--- config.mk ---
export PLATFORM = sky130hd
export DESIGN_NAME = rcs_top
export DESIGN_NICKNAME = d
export VERILOG_FILES = /design/src/hdl/rcs_pkg.sv /design/src/hdl/rcs_top.sv
export SDC_FILE = /design/constraint.sdc
export NUM_CORES = 1
export LEC_CHECK = 0
export BUFFER_PORTS_ARGS = -buffer_cell sky130_fd_sc_hd__buf_2
export CAP_MARGIN = 20
export CORE_UTILIZATION = 58
export CTS_CLUSTER_SIZE = 10
export DETAILED_ROUTE_END_ITERATION = 8
export GPL_ROUTABILITY_DRIVEN = 0
export PLACE_DENSITY = 0.85
export SYNTH_ARGS = -nofsm -noshare
export SYNTH_HDL_FRONTEND = slang
export SYNTH_SLANG_ARGS = --single-unit
--- constraint.sdc ---
create_clock -name clk_i -period 3.74 [get_ports clk_i]
set_input_delay 0.748 -clock clk_i [delete_from_list [all_inputs] [get_ports clk_i]]
set_output_delay 0.748 -clock clk_i [all_outputs]
set_load 0.005 [all_outputs]
--- src/hdl/rcs_pkg.sv ---
// package: constants, register map and types for the reset cause and clock select block
package rcs_pkg;

  // clock rate and documented delays (ns); counts round up to whole cycles
  localparam int unsigned CLK_MHZ        = 40;
  localparam int unsigned POR_DELAY_NS   = 10000;
  localparam int unsigned POWER_UP_TIMER_DELAY_NS  = 2000;
  localparam int unsigned OST_DELAY_NS   = 4000;
  localparam int unsigned PLL_LOCK_NS    = 20000;
  localparam int unsigned FAIL_SAFE_CLOCK_MONITOR_DELAY_NS  = 500;
  localparam int unsigned POR_CYC  = (POR_DELAY_NS * CLK_MHZ + 999) / 1000;
  localparam int unsigned POWER_UP_TIMER_CYC = (POWER_UP_TIMER_DELAY_NS * CLK_MHZ + 999) / 1000;
  localparam int unsigned OST_CYC  = (OST_DELAY_NS * CLK_MHZ + 999) / 1000;
  localparam int unsigned PLL_CYC  = (PLL_LOCK_NS * CLK_MHZ + 999) / 1000;
  localparam int unsigned FAIL_SAFE_CLOCK_MONITOR_CYC = (FAIL_SAFE_CLOCK_MONITOR_DELAY_NS * CLK_MHZ + 999) / 1000;
  localparam int unsigned CNT_W    = 16;
  localparam logic [CNT_W-1:0] RST_DLY  = CNT_W'(POR_CYC + POWER_UP_TIMER_CYC);
  localparam logic [CNT_W-1:0] OST_DLY  = CNT_W'(OST_CYC);
  localparam logic [CNT_W-1:0] PLL_DLY  = CNT_W'(PLL_CYC);
  localparam logic [CNT_W-1:0] FAIL_SAFE_CLOCK_MONITOR_DLY = CNT_W'(FAIL_SAFE_CLOCK_MONITOR_CYC);
  localparam logic [CNT_W-1:0] CNT_ONE  = 16'h0001;
  localparam logic [CNT_W-1:0] CNT_ZERO = 16'h0000;

  // register byte offsets on the wishbone bus
  localparam logic [7:0] OFS_CAUSE    = 8'h00;
  localparam logic [7:0] OFS_OSC      = 8'h04;
  localparam logic [7:0] OFS_IRQ_STAT = 8'h08;
  localparam logic [7:0] OFS_IRQ_CLR  = 8'h0C;
  localparam logic [7:0] OFS_IRQ_EN   = 8'h10;

  // reset cause status bit positions
  localparam int unsigned B_TRAP  = 15;
  localparam int unsigned B_ILL   = 14;
  localparam int unsigned B_EXT   = 7;
  localparam int unsigned B_SWR   = 6;
  localparam int unsigned B_WATCHDOG_TIMEOUT_FLAG  = 4;
  localparam int unsigned B_SLEEP = 3;
  localparam int unsigned B_IDLE  = 2;
  localparam int unsigned B_BOR   = 1;
  localparam int unsigned B_POR   = 0;
  localparam logic [15:0] CAUSE_MASK  = 16'hC0DF;
  localparam logic [15:0] CAUSE_RST   = 16'h0003;
  localparam logic [15:0] CAUSE_ZERO  = 16'h0000;

  // oscillator status register fields
  localparam int unsigned OSC_CUR_LSB  = 12;
  localparam int unsigned OSC_CFG_LSB  = 8;
  localparam int unsigned OSC_SWEN_BIT = 7;
  localparam int unsigned OSC_FAIL_SAFE_CLOCK_MONITOR_BIT = 2;
  localparam int unsigned OSC_RUN_BIT  = 1;
  localparam int unsigned OSC_RST_BIT  = 0;
  localparam logic [2:0]  OSC_RST      = 3'h0;

  // interrupt status bits
  localparam int unsigned IRQ_W     = 4;
  localparam int unsigned IRQ_REL   = 0;
  localparam int unsigned IRQ_RUN   = 1;
  localparam int unsigned IRQ_FAIL_SAFE_CLOCK_MONITOR  = 2;
  localparam int unsigned IRQ_CAUSE = 3;

  // one-cycle event pulses from the core and the reset sources
  typedef struct packed {
    logic por;
    logic bor;
    logic pin_rst;
    logic wdt_rst;
    logic sw_rst;
    logic trap;
    logic illegal;
    logic wdt_expire;
    logic sav_sleep;
    logic sav_idle;
  } rcs_evt_t;

  // reset release sequence
  typedef enum logic [2:0] {
    SEQ_HOLD = 3'b001,
    SEQ_OSC  = 3'b010,
    SEQ_RUN  = 3'b100
  } rcs_seq_t;

endpackage

--- src/hdl/rcs_top.sv ---
// module: reset cause recording, post-reset clock select and reset release sequencing
//
// Overview of operation
// - A trap conflict sets bit 15, and only a power-on or brown-out reset clears it.
// - An illegal opcode or uninitialised register address sets bit 14, cleared by power-on or brown-out.
// - A master clear pin reset sets bit 7, cleared only by power-on and kept through brown-out.
// - A reset instruction sets bit 6, cleared by power-on or brown-out.
// - A watchdog expiry sets bit 4, cleared by a power-save instruction, power-on or brown-out.
// - A sleep power-save instruction sets bit 3, cleared by power-on or brown-out.
// - An idle power-save instruction sets bit 2, cleared by power-on or brown-out.
// - A brown-out or power-on reset sets bit 1, and no hardware event clears it.
// - Only a power-on reset sets bit 0, and no hardware event clears it.
// - Software may write every cause flag to one or zero besides the hardware events.
// - With clock switching off the clock after any reset comes from the configuration field.
// - With switching on, power-on and brown-out use the configuration field, other resets keep bits 14:12.
// - System reset stays asserted until the power-on and power-up timer delays have both run.
// - Start-up timer and lock wait run alongside the reset delays, and code runs after both.
// - Clock fail monitoring starts a further monitor delay after the system reset release.
//
// The register offsets and register access over Wishbone were left to the implementer.
`timescale 1ns/1ps
module rcs_top
  import rcs_pkg::*;
(
  // clock and reset
  input  wire logic        clk_i,
  input  wire logic        rst_i,
  // wishbone slave
  input  wire logic        wb_cyc_i,
  input  wire logic        wb_stb_i,
  input  wire logic        wb_we_i,
  input  wire logic [7:0]  wb_adr_i,
  input  wire logic [3:0]  wb_sel_i,
  input  wire logic [31:0] wb_dat_i,
  output logic      [31:0] wb_dat_o,
  output logic             wb_ack_o,
  // reset sources and core events
  input  wire rcs_evt_t    evt_i,
  // oscillator configuration
  input  wire logic        clk_switch_en_i,
  input  wire logic [2:0]  initial_osc_config_field_i,
  input  wire logic        pll_used_i,
  // sequencing and clock outputs
  output logic             sys_reset_o,
  output logic             code_run_o,
  output logic             fail_safe_clock_monitor_active_o,
  output logic      [2:0]  clk_src_o,
  // interrupt
  output logic             irq_o
);

  // bus and register state
  logic             ack_r;
  logic [31:0]      dat_r;
  logic [15:0]      cause_r;
  logic [15:0]      cause_nxt;
  logic [IRQ_W-1:0] irq_stat_r;
  logic [IRQ_W-1:0] irq_stat_nxt;
  logic [IRQ_W-1:0] irq_en_r;
  logic             irq_r;
  // sequencer state
  rcs_seq_t         seq_r;
  logic [CNT_W-1:0] rst_cnt_r;
  logic [CNT_W-1:0] osc_cnt_r;
  logic [CNT_W-1:0] fail_safe_clock_monitor_cnt_r;
  logic             rst_done_r;
  logic             osc_done_r;
  logic             fail_safe_clock_monitor_r;
  logic             por_pend_r;
  logic [2:0]       current_osc_field_r;
  // combinational helpers
  logic             wr_en;
  logic             is_por;
  logic             is_bor;
  logic             any_rst;
  logic             rel_evt;
  logic             run_evt;
  logic             fail_safe_clock_monitor_evt;
  logic [15:0]      set_vec;
  logic [15:0]      clr_vec;
  logic [15:0]      wr_val;
  logic [31:0]      rd_val;
  logic [15:0]      osc_view;

  // a write takes effect on the edge at which ack is seen high
  // so a request held through its ack writes exactly once
  assign wr_en = wb_cyc_i & wb_stb_i & wb_we_i & ack_r;

  // reset kinds; the clocked reset input becomes a power-on event one cycle later
  // trap and illegal events restart the release sequence like the other resets
  // watchdog expiry and power-save events only touch flags
  assign is_por  = evt_i.por | por_pend_r;
  assign is_bor  = evt_i.bor;
  assign any_rst = is_por | is_bor | evt_i.pin_rst | evt_i.wdt_rst | evt_i.sw_rst
                 | evt_i.trap | evt_i.illegal;

  // hardware set events per cause flag
  // each bit is a one-cycle pulse; the flag itself holds the history
  always_comb begin
    set_vec          = CAUSE_ZERO;
    set_vec[B_TRAP]  = evt_i.trap;
    set_vec[B_ILL]   = evt_i.illegal;
    set_vec[B_EXT]   = evt_i.pin_rst;
    set_vec[B_SWR]   = evt_i.sw_rst;
    set_vec[B_WATCHDOG_TIMEOUT_FLAG]  = evt_i.wdt_expire;
    set_vec[B_SLEEP] = evt_i.sav_sleep;
    set_vec[B_IDLE]  = evt_i.sav_idle;
    set_vec[B_BOR]   = is_bor | is_por;
    set_vec[B_POR]   = is_por;
  end

  // hardware clear events; flags not named here survive any reset
  // brown-out keeps the pin reset flag, so a pin reset stays visible afterwards
  always_comb begin
    clr_vec          = CAUSE_ZERO;
    clr_vec[B_TRAP]  = is_por | is_bor;
    clr_vec[B_ILL]   = is_por | is_bor;
    clr_vec[B_EXT]   = is_por;
    clr_vec[B_SWR]   = is_por | is_bor;
    clr_vec[B_WATCHDOG_TIMEOUT_FLAG]  = is_por | is_bor | evt_i.sav_sleep | evt_i.sav_idle;
    clr_vec[B_SLEEP] = is_por | is_bor;
    clr_vec[B_IDLE]  = is_por | is_bor;
  end

  // software write value with byte lanes; unimplemented bits stay zero
  always_comb begin
    wr_val = cause_r;
    if (wb_sel_i[0]) begin
      wr_val[7:0] = wb_dat_i[7:0];
    end
    if (wb_sel_i[1]) begin
      wr_val[15:8] = wb_dat_i[15:8];
    end
    wr_val = wr_val & CAUSE_MASK;
  end

  // next flags: software write first, then hardware clear, hardware set wins last
  // an event in the same cycle as a software write is never lost
  always_comb begin
    cause_nxt = cause_r;
    if (wr_en && wb_adr_i == OFS_CAUSE) begin
      cause_nxt = wr_val;
    end
    cause_nxt = ((cause_nxt & ~clr_vec) | set_vec) & CAUSE_MASK;
  end

  // reset cause status register
  always_ff @(posedge clk_i) begin
    if (rst_i) begin
      cause_r <= CAUSE_RST;
    end else begin
      cause_r <= cause_nxt;
    end
  end

  // a synchronous reset is replayed as a power-on event on the next cycle
  // this loads the clock source and restarts every delay without a second path
  always_ff @(posedge clk_i) begin
    if (rst_i) begin
      por_pend_r <= 1'b1;
    end else begin
      por_pend_r <= 1'b0;
    end
  end

  // post-reset clock source choice
  // only reset events move the source; between resets it never changes
  always_ff @(posedge clk_i) begin
    if (rst_i) begin
      current_osc_field_r <= OSC_RST;
    end else if (any_rst) begin
      if (!clk_switch_en_i) begin
        current_osc_field_r <= initial_osc_config_field_i;
      end else if (is_por || is_bor) begin
        current_osc_field_r <= initial_osc_config_field_i;
      end else begin
        current_osc_field_r <= current_osc_field_r;
      end
    end
  end

  // release sequence: hold reset, wait oscillator, run
  // a new reset event drops back to hold from any state
  always_ff @(posedge clk_i) begin
    if (rst_i) begin
      seq_r <= SEQ_HOLD;
    end else if (any_rst) begin
      seq_r <= SEQ_HOLD;
    end else begin
      case (seq_r)
        SEQ_HOLD: begin
          if (rst_done_r) begin
            seq_r <= osc_done_r ? SEQ_RUN : SEQ_OSC;
          end
        end
        SEQ_OSC: begin
          if (osc_done_r) begin
            seq_r <= SEQ_RUN;
          end
        end
        SEQ_RUN: begin
          seq_r <= SEQ_RUN;
        end
        default: begin
          seq_r <= SEQ_HOLD;
        end
      endcase
    end
  end

  // power-on plus power-up timer delay counter
  // counts to one and then parks at zero, so done stays high until a reset
  always_ff @(posedge clk_i) begin
    if (rst_i || any_rst) begin
      rst_cnt_r  <= RST_DLY;
      rst_done_r <= 1'b0;
    end else if (rst_cnt_r > CNT_ONE) begin
      rst_cnt_r <= rst_cnt_r - CNT_ONE;
    end else begin
      rst_cnt_r  <= CNT_ZERO;
      rst_done_r <= 1'b1;
    end
  end

  // start-up timer and lock wait, running alongside the reset delay
  // the lock wait is chosen at the reset event; later changes wait for the next reset
  always_ff @(posedge clk_i) begin
    if (rst_i || any_rst) begin
      osc_cnt_r  <= pll_used_i ? CNT_W'(OST_DLY + PLL_DLY) : OST_DLY;
      osc_done_r <= 1'b0;
    end else if (osc_cnt_r > CNT_ONE) begin
      osc_cnt_r <= osc_cnt_r - CNT_ONE;
    end else begin
      osc_cnt_r  <= CNT_ZERO;
      osc_done_r <= 1'b1;
    end
  end

  // clock monitor delay, counted from the system reset release
  // it stays frozen while held in reset, so the delay never overlaps the hold
  always_ff @(posedge clk_i) begin
    if (rst_i || any_rst) begin
      fail_safe_clock_monitor_cnt_r <= FAIL_SAFE_CLOCK_MONITOR_DLY;
      fail_safe_clock_monitor_r     <= 1'b0;
    end else if (seq_r != SEQ_HOLD) begin
      if (fail_safe_clock_monitor_cnt_r > CNT_ONE) begin
        fail_safe_clock_monitor_cnt_r <= fail_safe_clock_monitor_cnt_r - CNT_ONE;
      end else begin
        fail_safe_clock_monitor_cnt_r <= CNT_ZERO;
        fail_safe_clock_monitor_r     <= 1'b1;
      end
    end
  end

  // sequencing outputs from flip-flops
  always_ff @(posedge clk_i) begin
    if (rst_i) begin
      sys_reset_o   <= 1'b1;
      code_run_o    <= 1'b0;
      fail_safe_clock_monitor_active_o <= 1'b0;
      clk_src_o     <= OSC_RST;
    end else begin
      sys_reset_o   <= (seq_r == SEQ_HOLD);
      code_run_o    <= (seq_r == SEQ_RUN);
      fail_safe_clock_monitor_active_o <= fail_safe_clock_monitor_r;
      clk_src_o     <= current_osc_field_r;
    end
  end

  // interrupt events: two cycles before the sys_reset_o and code_run_o edges, one cycle before the monitor output edge
  // each fires once per release, since the sequence leaves its state at once
  assign rel_evt  = (seq_r == SEQ_HOLD) & rst_done_r & ~any_rst;
  assign run_evt  = (seq_r != SEQ_RUN) & rst_done_r & osc_done_r & ~any_rst;
  assign fail_safe_clock_monitor_evt = fail_safe_clock_monitor_r & ~fail_safe_clock_monitor_active_o;

  // sticky interrupt status; a new event wins over a clear in the same cycle
  always_comb begin
    irq_stat_nxt = irq_stat_r;
    if (wr_en && wb_adr_i == OFS_IRQ_CLR) begin
      irq_stat_nxt = irq_stat_nxt & ~wb_dat_i[IRQ_W-1:0];
    end
    irq_stat_nxt[IRQ_REL]   = irq_stat_nxt[IRQ_REL] | rel_evt;
    irq_stat_nxt[IRQ_RUN]   = irq_stat_nxt[IRQ_RUN] | run_evt;
    irq_stat_nxt[IRQ_FAIL_SAFE_CLOCK_MONITOR]  = irq_stat_nxt[IRQ_FAIL_SAFE_CLOCK_MONITOR] | fail_safe_clock_monitor_evt;
    irq_stat_nxt[IRQ_CAUSE] = irq_stat_nxt[IRQ_CAUSE] | (|(set_vec & ~cause_r));
  end

  // interrupt status, enable and output
  // the output is registered, so it follows status and enable one cycle late
  always_ff @(posedge clk_i) begin
    if (rst_i) begin
      irq_stat_r <= '0;
      irq_en_r   <= '0;
      irq_r      <= 1'b0;
    end else begin
      irq_stat_r <= irq_stat_nxt;
      if (wr_en && wb_adr_i == OFS_IRQ_EN) begin
        irq_en_r <= wb_dat_i[IRQ_W-1:0];
      end
      irq_r <= |(irq_stat_r & irq_en_r);
    end
  end
  assign irq_o = irq_r;

  // oscillator and sequence status view
  // the configuration field and switch enable are shown as they stand at the pins
  always_comb begin
    osc_view                                  = CAUSE_ZERO;
    osc_view[OSC_CUR_LSB+2:OSC_CUR_LSB]       = current_osc_field_r;
    osc_view[OSC_CFG_LSB+2:OSC_CFG_LSB]       = initial_osc_config_field_i;
    osc_view[OSC_SWEN_BIT]                    = clk_switch_en_i;
    osc_view[OSC_FAIL_SAFE_CLOCK_MONITOR_BIT]                    = fail_safe_clock_monitor_active_o;
    osc_view[OSC_RUN_BIT]                     = code_run_o;
    osc_view[OSC_RST_BIT]                     = sys_reset_o;
  end

  // read mux; unmapped and write-only offsets read zero
  always_comb begin
    rd_val = 32'h0000_0000;
    case (wb_adr_i)
      OFS_CAUSE:    rd_val[15:0]      = cause_r;
      OFS_OSC:      rd_val[15:0]      = osc_view;
      OFS_IRQ_STAT: rd_val[IRQ_W-1:0] = irq_stat_r;
      OFS_IRQ_EN:   rd_val[IRQ_W-1:0] = irq_en_r;
      default:      rd_val            = 32'h0000_0000;
    endcase
  end

  // wishbone handshake: ack one cycle after the request, dropped the cycle after
  // read data is captured with the ack so it stands until the next read
  always_ff @(posedge clk_i) begin
    if (rst_i) begin
      ack_r <= 1'b0;
      dat_r <= 32'h0000_0000;
    end else begin
      ack_r <= wb_cyc_i & wb_stb_i & ~ack_r;
      if (wb_cyc_i && wb_stb_i && !ack_r && !wb_we_i) begin
        dat_r <= rd_val;
      end
    end
  end
  assign wb_ack_o = ack_r;
  assign wb_dat_o = dat_r;

endmodule

# Yosys cells after proc, flatten, opt, wreduce, memory -nomap -nowiden
# Cells that the tools add are included.
# W data, S select, Z words.
[totals]
out_inout_bits = 40
inputBits = 64
ff_bits = 106
elab_cells = 111
[classes]
reduce_logical = 18
magnitude_cmp = 3
eq_ne = 12
add_sub_neg = 3
n_mux = 18
bitwise_logic = 36
[ops]
columns = ["operator", "count"]
rows = [
  ["$mux W16", 4],
  ["$gt A16 B1 Y1 const B", 3],
  ["$sub A16 B1 Y16 const B", 3],
  ["$and A16 B16 Y16", 2],
  ["$not A16 Y16", 2],
  ["$pmux W12 S2", 1],
  ["$eq A8 B4 Y1 const B", 2],
  ["$mux W8", 2],
  ["$or A16 B16 Y16", 1],
  ["$pmux W4 S4", 1],
  ["$reduce_or A16 Y1", 1],
  ["$mux W3", 5],
  ["$or A1 B1 Y1", 13],
  ["$and A1 B1 Y1", 10],
  ["$mux W10", 1],
  ["$mux W9", 1],
  ["$pmux W3 S3", 1],
  ["$and A4 B4 Y4", 2],
  ["$eq A8 B3 Y1 const B", 1],
  ["$eq A8 B5 Y1 const B", 1],
  ["$logic_not A8 Y1", 1],
  ["$logic_and A1 B1 Y1", 6],
  ["$reduce_and A2 Y1", 3],
  ["$not A1 Y1", 5],
  ["other kinds (14)", 18],
]

# Depth between registers and ports, before layout
# Gate-level depths: netlist (run 1).
[depth]
word_depth = 10
mapped_depth = 7
ltp_nobuf = 6

# Worst setup path before layout (run 1)
# No wires, ideal clock.
[synth_timing]
path_kind = "input to register"
from = "input port wb_adr_i[3]"
to = "register cause_r[2]"
t_required_ns = 3.618
n_path_buf = 0
cell_stages = 4
t_arrival_ns = 2.261
setup_ns = 0.122
path_slack_ns = 1.357
cell_sequence = "or4b_2 > nor4_4 > nor4b_1 > a221o_1"
[synth_via]
elab_chain_cells = 5
[synth_lines]
columns = ["element", "line_no", "rtl"]
rows = [
  ["start, declared", "rcs_top.sv:32", "input wire logic [7:0] wb_adr_i,"],
  ["$logic_not A8 Y1", "rcs_top.sv:141", "if (wr_en && wb_adr_i == OFS_CAUSE) begin"],
  ["$logic_and A1 B1 Y1", "rcs_top.sv:141", ""],
  ["$mux W16", "rcs_top.sv:141", ""],
  ["$and A16 B16 Y16", "rcs_top.sv:144", "cause_nxt = ((cause_nxt & ~clr_vec) | set_vec) & CAUSE_MASK;"],
  ["$or A16 B16 Y16", "rcs_top.sv:144", ""],
  ["end signal, assigned", "rcs_top.sv:152", "cause_r <= cause_nxt;"],
  ["end, declared", "rcs_top.sv:55", "logic [15:0] cause_r;"],
]
# No other way between the ends.
# A chain may end at the register's enable or synchronous reset.

# Final worst setup path (run 1)
[layout_timing]
from = "input port wb_adr_i[6]"
to = "register irq_stat_r[0]"
[layout_via]
elab_chain_cells = 4
[layout_lines]
columns = ["element", "line_no", "rtl"]
rows = [
  ["$eq A8 B4 Y1", "rcs_top.sv:279", "if (wr_en && wb_adr_i == OFS_IRQ_CLR) begin"],
  ["$logic_and A1 B1 Y1", "rcs_top.sv:279", ""],
  ["$mux W4", "rcs_top.sv:279", ""],
  ["$or A1 B1 Y1", "rcs_top.sv:282", "irq_stat_nxt[IRQ_REL] = irq_stat_nxt[IRQ_REL] | rel_evt;"],
  ["end signal, assigned", "rcs_top.sv:296", "irq_stat_r <= irq_stat_nxt;"],
  ["end, declared", "rcs_top.sv:57", "logic [IRQ_W-1:0] irq_stat_r;"],
]
# No other way between the ends.

==> results of run 1 <==
-- layout make-up --
type / count / area (um^2)
Fill cell: 580 / 2340
Multi-Input combinational cell: 362 / 2320
Sequential cell: 97 / 1940
Timing Repair Buffer: 67 / 350
Clock buffer: 9 / 124
Tap cell: 99 / 124
Clock inverter: 7 / 85.1
Inverter: 13 / 48.8
-- report_power, final --
| part | total [mW] | internal (mW) | switching [mW] |
|---|---|---|---|
| clock | 0.715 | 0.323 | 0.392 |
| sequential | 1.05 | 1.04 | 0.00891 |
| combinational | 0.103 | 0.0424 | 0.0610 |
-- cells by family (layout without fill, tap and decap cells) --
group                    after synthesis  in the layout  synth area share
AO/OA/AOI/OAI                         94             94             0.145
adder cells (fa/ha/maj)                6              6            0.0168
multiplexers                          10             10            0.0227
buffers and inverters                 51             96            0.0600
other                                  1             18          0.000840
XOR/XNOR                              31             31            0.0608
flip-flops                            97             97             0.435
AND/OR/NAND/NOR                      203            203             0.259
-- metal layers --
| layer | up-vias | part of all wire | wire length [um] |
|---|---|---|---|
| li1 | 1863 | - | - |
| met1 | 1756 | 0.44 | 4090 |
| met5 | - | 0 | 0 |
| met4 | 0 | 0.022 | 209 |
| met3 | 21 | 0.053 | 500 |
| met2 | 127 | 0.49 | 4560 |
-- Yosys cell counts (all sizes together), types with 12 or more instances --
| cell | instances |
|---|---|
| buf | 24 |
| nor4 | 16 |
| o21ai | 25 |
| inv | 12 |
| dfxtp | 97 |
| clkbuf | 14 |
| xor2 | 21 |
| a21oi | 18 |
| nand2 | 31 |
| nor3 | 14 |
| nor2 | 56 |
-- registers in the layout, indices dropped and copies added, names as in the netlist, 3 cells and up --
signal,count
wb_dat_o,14
irq_en_r,4
fail_safe_clock_monitor_cnt_r,16
rst_cnt_r,16
irq_stat_r,4
osc_cnt_r,16
seq_r,3
current_osc_field_r,3
clk_src_o,3
cause_r,9
-- worst min-delay path by stage --
stage                                 from      endpoint  depth (start not counted)
finish                         wb_dat_o[7]   wb_dat_o[7]                          2
global route                  wb_dat_o[14]  wb_dat_o[14]                          2
CTS                            wb_dat_o[7]   wb_dat_o[7]                          2
detailed placement             wb_dat_o[7]   wb_dat_o[7]                          2
global placement               wb_dat_o[7]   wb_dat_o[7]                          2
floorplan           current_osc_field_r[0]  clk_src_o[0]                          2
-- through the flow --
step	area, um^2	utilization	setup WS [ps]	hold slack, ps	instances
4_1_cts	4990	0.680	1370	442	653
5_1_grt	4990	0.681	1240	476	654
6_report	4990	0.681	1320	444	654
3_3_place_gp	4780	0.652	1020	421	637
2_1_floorplan	4530	-	1360	418	510
3_5_place_dp	4780	0.652	970	428	637
-- worst max-delay path: stages --
cell and delay, ps:
buf_2 90, or4_1 720, nor4_1 760, nand2_1 120, a31o_2 260
==> reports/results.txt, run 1 <==
unrepaired setup endpoints after global routing = no
WS Path Type = input pin to flop
Die Y = 89.7 um
max cap viols = 0
commonest cells after routing, fill and taps aside = dfxtp_1 (97), buf_2 (61), nor2_1 (56), nand2_1 (31), o21ai_0 (25)
Tmin final = 2420 ps
largest net degree at the start of global routing = 29
Slew @ Worst Pin = 806 ps
RR Endpoint = osc_cnt_r[8]
sequential cell area fraction in the yosys report = 0.435
Final Hold Vio Count = 0
leakage power = 1.91 nW
postcts setup bufs = 0
Residual DRC = 0
worst vdd ir = 0.191 mV
FF-to-FF Start = osc_cnt_r[4]
Syn Std Cell Area = 4460 um^2
Synth Register Bits = 97
clock root cell = clkbuf_8
Fin Clk Skew = 4.93 ps
worst setup path endpoint = irq_stat_r[0]
Num CTS Buffers = 9
Slew Limit Fails = 0
Area contributors post-synth = dfxtp_1 (43%), nor2_1 (4.7%), xor2_1 (4.1%), buf_4 (3.2%), o21ai_0 (2.8%)
largest area contributor in the netlist = dfxtp_1
DR pass1 iterations = 5
total wire length = 9360 um
Post-CTS Resized = 0
launch point of the worst path = wb_adr_i[6]
total chip power = 1.87 mW
DR iter-0 viols = 206
port bufs = 60
worst-skew pair later-pin latency = 370 ps
Top FF cell, synth = dfxtp_1
critical path peak fanout = 9
Ys Warns = 0
Final HPWL DP = 6670 um
cells after synthesis = 493
Worst EP arrival = 2700 ps
met2 usage = 0.402
# IOs = 104
initial antenna violation count = 0
asr flop ratio synth = 0
nets = 620
CTS tree = yes
Core Box Area = 7330 um^2
n_diodes = 0
CTS Buffer Depth = 2
drt wl/cell = 14.3 um
relative slew slack = 0.458
share of Yosys cell area claimed by the top area cell type = 0.435
Reg clk slew, reported paths = 100 ps
share of layout cells above drive strength 1 = 0.196
clock sinks = 97
setup TNS = 0 ps
GRT Residual Overflow = 0
setup slack, reg-to-reg = 1480 ps
Layout area overhead = 11.8%
GRT met3 Usage = 0.0584
vias in the first global route = 3494
commonest non-fill, non-tap cell in the layout = dfxtp_1
Req. time, crit path = 4020 ps
first-pass GRT wire length = 15700 um
Min-Delay Path Class = flop to flop
maximum operating frequency = 413 MHz
GR Util All Layers = 0.236
crit path launch type = input pin
starting density of the core = 0.609
Crit. End Element = flop
met1 Use GR = 0.282
cts hold-fix bufs = 0
outcome = complete, no violations
die area = 8050 um^2
Die X = 89.7 um
post-synthesis area per instance = 9.06 um^2
Unique masters post-synth = 61
via/cell ratio = 5.76
H-tree depth = 3
ANT nets after route = 0
R2R cell count = 5
# setup viols final = 0
FP Rows = 31
final critical-path share of the clock period = 0.647
Cell Pwr Density = 375 nW/um^2
number of flops mapped to enable cells by yosys = 0
via count = 3767
most used routing layer = met2
Note: power is estimated with default switching activity, not from simulation.
==> run 2, diff against run 1 <==
--- a/config.mk
+++ b/config.mk
@@ -7,11 +7,11 @@
 export LEC_CHECK = 0
 export BUFFER_PORTS_ARGS = -buffer_cell sky130_fd_sc_hd__buf_2
 export CAP_MARGIN = 20
-export CORE_UTILIZATION = 58
+export CORE_UTILIZATION = 49
 export CTS_CLUSTER_SIZE = 10
 export DETAILED_ROUTE_END_ITERATION = 8
 export GPL_ROUTABILITY_DRIVEN = 0
-export PLACE_DENSITY = 0.85
+export PLACE_DENSITY = 0.77
 export SYNTH_ARGS = -nofsm -noshare
 export SYNTH_HDL_FRONTEND = slang
 export SYNTH_SLANG_ARGS = --single-unit
==> constraint.sdc (replaced) <==
create_clock -name clk_i -period 2 [get_ports clk_i]
set_input_delay 0.4 -clock clk_i [delete_from_list [all_inputs] [get_ports clk_i]]
set_output_delay 0.4 -clock clk_i [all_outputs]
set_load 0.005 [all_outputs]
==> run 2 against run 1 <==
Utilization shrank 7.5 points. Non-clock buffer count increased by 37. Die area up 18%. Cell count up 7.0%. Global-route usage down 3.0 points. Wire length grew 4.0%. Sequential share of layout area shrank 2.3 points. Largest power group unchanged.
==> reports/results.txt, run 2 (synthesized netlist as in run 1, its figures left out) <==
worst vdd ir = 0.283 mV (+48%)
total wire length = 9740 um (+4.0%)
Die Y = 97.5 um (+8.6%)
CTS Buffer Depth = 2 (unchanged)
die area = 9500 um^2 (+18%)
FP Rows = 34 (+9.7%)
Hold Crit Endpoint = irq_stat_r[3]
leakage power = 2.09 nW (+9.8%)
setup slack, reg-to-reg = 50 ps (-1430 ps)
Slew Limit Fails = 0 (unchanged)
Int Power = 2.54 mW (+80%)
Setup WS post-layout = 53.9 ps (-1270 ps)
Min-Delay Path Class = input pin to flop
ANT nets after route = 0 (unchanged)
commonest cells after routing, fill and taps aside = dfxtp_1 (96), buf_2 (60), nor2_1 (56), buf_4 (43), nand2_1 (31)
Tmin final = 1950 ps
Flop pwr share = 0.573 (+0.010)
drt wl/cell = 13.9 um (-2.8%)
DR pass1 iterations = 4 (-1)
filler cell count = 736 (+27%)
Core Box Area = 8760 um^2 (+20%)
via count = 3890 (+3.3%)
total chip power = 3.43 mW (+83%)
maximum operating frequency = 514 MHz
worst-skew pair later-pin latency = 370 ps (about the same)
nets = 657 (+6.0%)
clock sinks = 97 (unchanged)
share of layout cells above drive strength 1 = 0.253 (+0.0570)
R2R cell count = 4 (-1)
Final HPWL DP = 7160 um (+7.4%)
Req. time, crit path = 2300 ps (-1720 ps)
critical path peak fanout = 6 (-3)
Crit. End Element = flop
min-delay src = wb_dat_i[3]
Residual DRC = 0 (unchanged)
first-pass GRT wire length = 16300 um (+3.8%)
Final Hold Vio Count = 0 (unchanged)
clock root cell = clkbuf_8
crit path launch type = flop
CTS tree = yes
unrepaired setup endpoints after global routing = yes
via/cell ratio = 5.56 (-3.5%)
RR Endpoint = fail_safe_clock_monitor_cnt_r[15]
FF-to-FF Start = fail_safe_clock_monitor_cnt_r[11]
max cap viols = 0 (unchanged)
Reg clk slew, reported paths = 100 ps (about the same)
starting density of the core = 0.509 (-0.0996)
Comb pwr share = 0.061 (+0.006)
commonest non-fill, non-tap cell in the layout = dfxtp_1
Net Switching = 0.898 mW (+95%)
largest registers = fail_safe_clock_monitor_cnt_r x16, osc_cnt_r x16, rst_cnt_r x16
GRT Residual Overflow = 0 (unchanged)
Worst EP arrival = 2250 ps (-450 ps)
largest net degree at the start of global routing = 29 (unchanged)
Die X = 97.5 um (+8.6%)
GR Util All Layers = 0.206 (-0.0301)
Cell Pwr Density = 647 nW/um^2 (+73%)
Fin Clk Skew = 12.4 ps (+7.46 ps)
final critical-path share of the clock period = 0.973
initial antenna violation count = 0 (unchanged)
sw frac = 0.262 (+0.0148)
n_diodes = 0 (unchanged)
clock network fraction of design power = 0.366 (-0.016)
vias in the first global route = 3552 (+1.7%)
WS Path Type = flop to flop
DR iter-0 viols = 177 (-14%)
H-tree depth = 3 (unchanged)
Layout area overhead = 18.9%
Num CTS Buffers = 9 (unchanged)
# setup viols final = 0 (unchanged)
outcome = complete, no violations
WHS Path Cells = 2 (unchanged)
port bufs = 60 (unchanged)
setup TNS = 0 ps (unchanged)
# IOs = 104 (unchanged)
pre-CTS setup slack = -159 ps (-1130 ps)
[run 2: cell count changes in the layout (fill, tap and decap cells not counted), moves of 2 or more]
| cell | previous run | this run |
|---|---|---|
| inv_6 | 3 | 0 |
| buf_4 | 6 | 43 |
| clkinvlp_4 | 0 | 2 |
| inv_8 | 1 | 3 |
[run 2: worst max-delay path by stage]
stage	depth (start not counted)	slack, ps	end	startpoint
2_1_floorplan	5	10	cause_r[2]	wb_adr_i[6]
3_3_place_gp	7	-90	cause_r[14]	wb_adr_i[6]
3_5_place_dp	7	-160	cause_r[7]	wb_adr_i[6]
4_1_cts	4	-30	fail_safe_clock_monitor_cnt_r[15]	fail_safe_clock_monitor_cnt_r[8]
5_1_grt	5	-8	fail_safe_clock_monitor_cnt_r[0]	fail_safe_clock_monitor_cnt_r[11]
6_report	4	50	fail_safe_clock_monitor_cnt_r[15]	fail_safe_clock_monitor_cnt_r[11]
[run 2: repair_timing]
item                                    in CTS  in global routing
gates resized for setup                      0                  4
gates cloned                                 0                  0
pin swaps                                    0                  5
buffers inserted                             0                  4
endpoints found under the setup margin       1                 15
hold endpoints to repair                     0                  0
hold buffers                                 0                  0
[run 2: critical path: stages, from the launching register on]
cell	delay (ps)
dfxtp_2	340
or4_4	550
or3_4	430
or4_4	430
a21oi_2	130
[run 2: routing by layer]
| metal | track usage | part of all wire |
|---|---|---|
| met3 | 0.0396 | 0.055 |
| met2 | 0.346 | 0.48 |
| met5 | 0 | 0 |
| met4 | 0.0667 | 0.010 |
| met1 | 0.266 | 0.46 |
[run 2: area by class of cell]
| cell class | count | area [um^2] | share of cell area |
|---|---|---|---|
| well taps | 108 | 135 | 0.0255 |
| clock inverters | 7 | 73.8 | 0.0139 |
| repair buffers | 104 | 643 | 0.121 |
| clock buffers | 9 | 124 | 0.0233 |
| inverters | 13 | 48.8 | 0.00919 |
| flip-flops and latches | 97 | 1940 | 0.366 |
| multi-input cells | 362 | 2340 | 0.441 |
[run 2: through the flow]
step / hold WS (ps) / util / area [um^2] / cells
5_1_grt: 254 / 0.606 / 5310 / 700
3_3_place_gp: 425 / 0.578 / 5070 / 680
3_5_place_dp: 436 / 0.578 / 5070 / 680
2_1_floorplan: 418 / - / 4540 / 510
6_report: 256 / 0.606 / 5310 / 700
4_1_cts: 248 / 0.601 / 5270 / 696
[run 2: power by group through the flow]
stage	Combinational [mW]	Sequential, mW	Clock, mW
3_3_place_gp	0.200	2.01	0
4_1_cts	0.207	1.97	1.27
2_1_floorplan	0.138	2.01	0
5_1_grt	0.230	1.97	1.36
6_report	0.209	1.97	1.26
3_5_place_dp	0.205	2.01	0
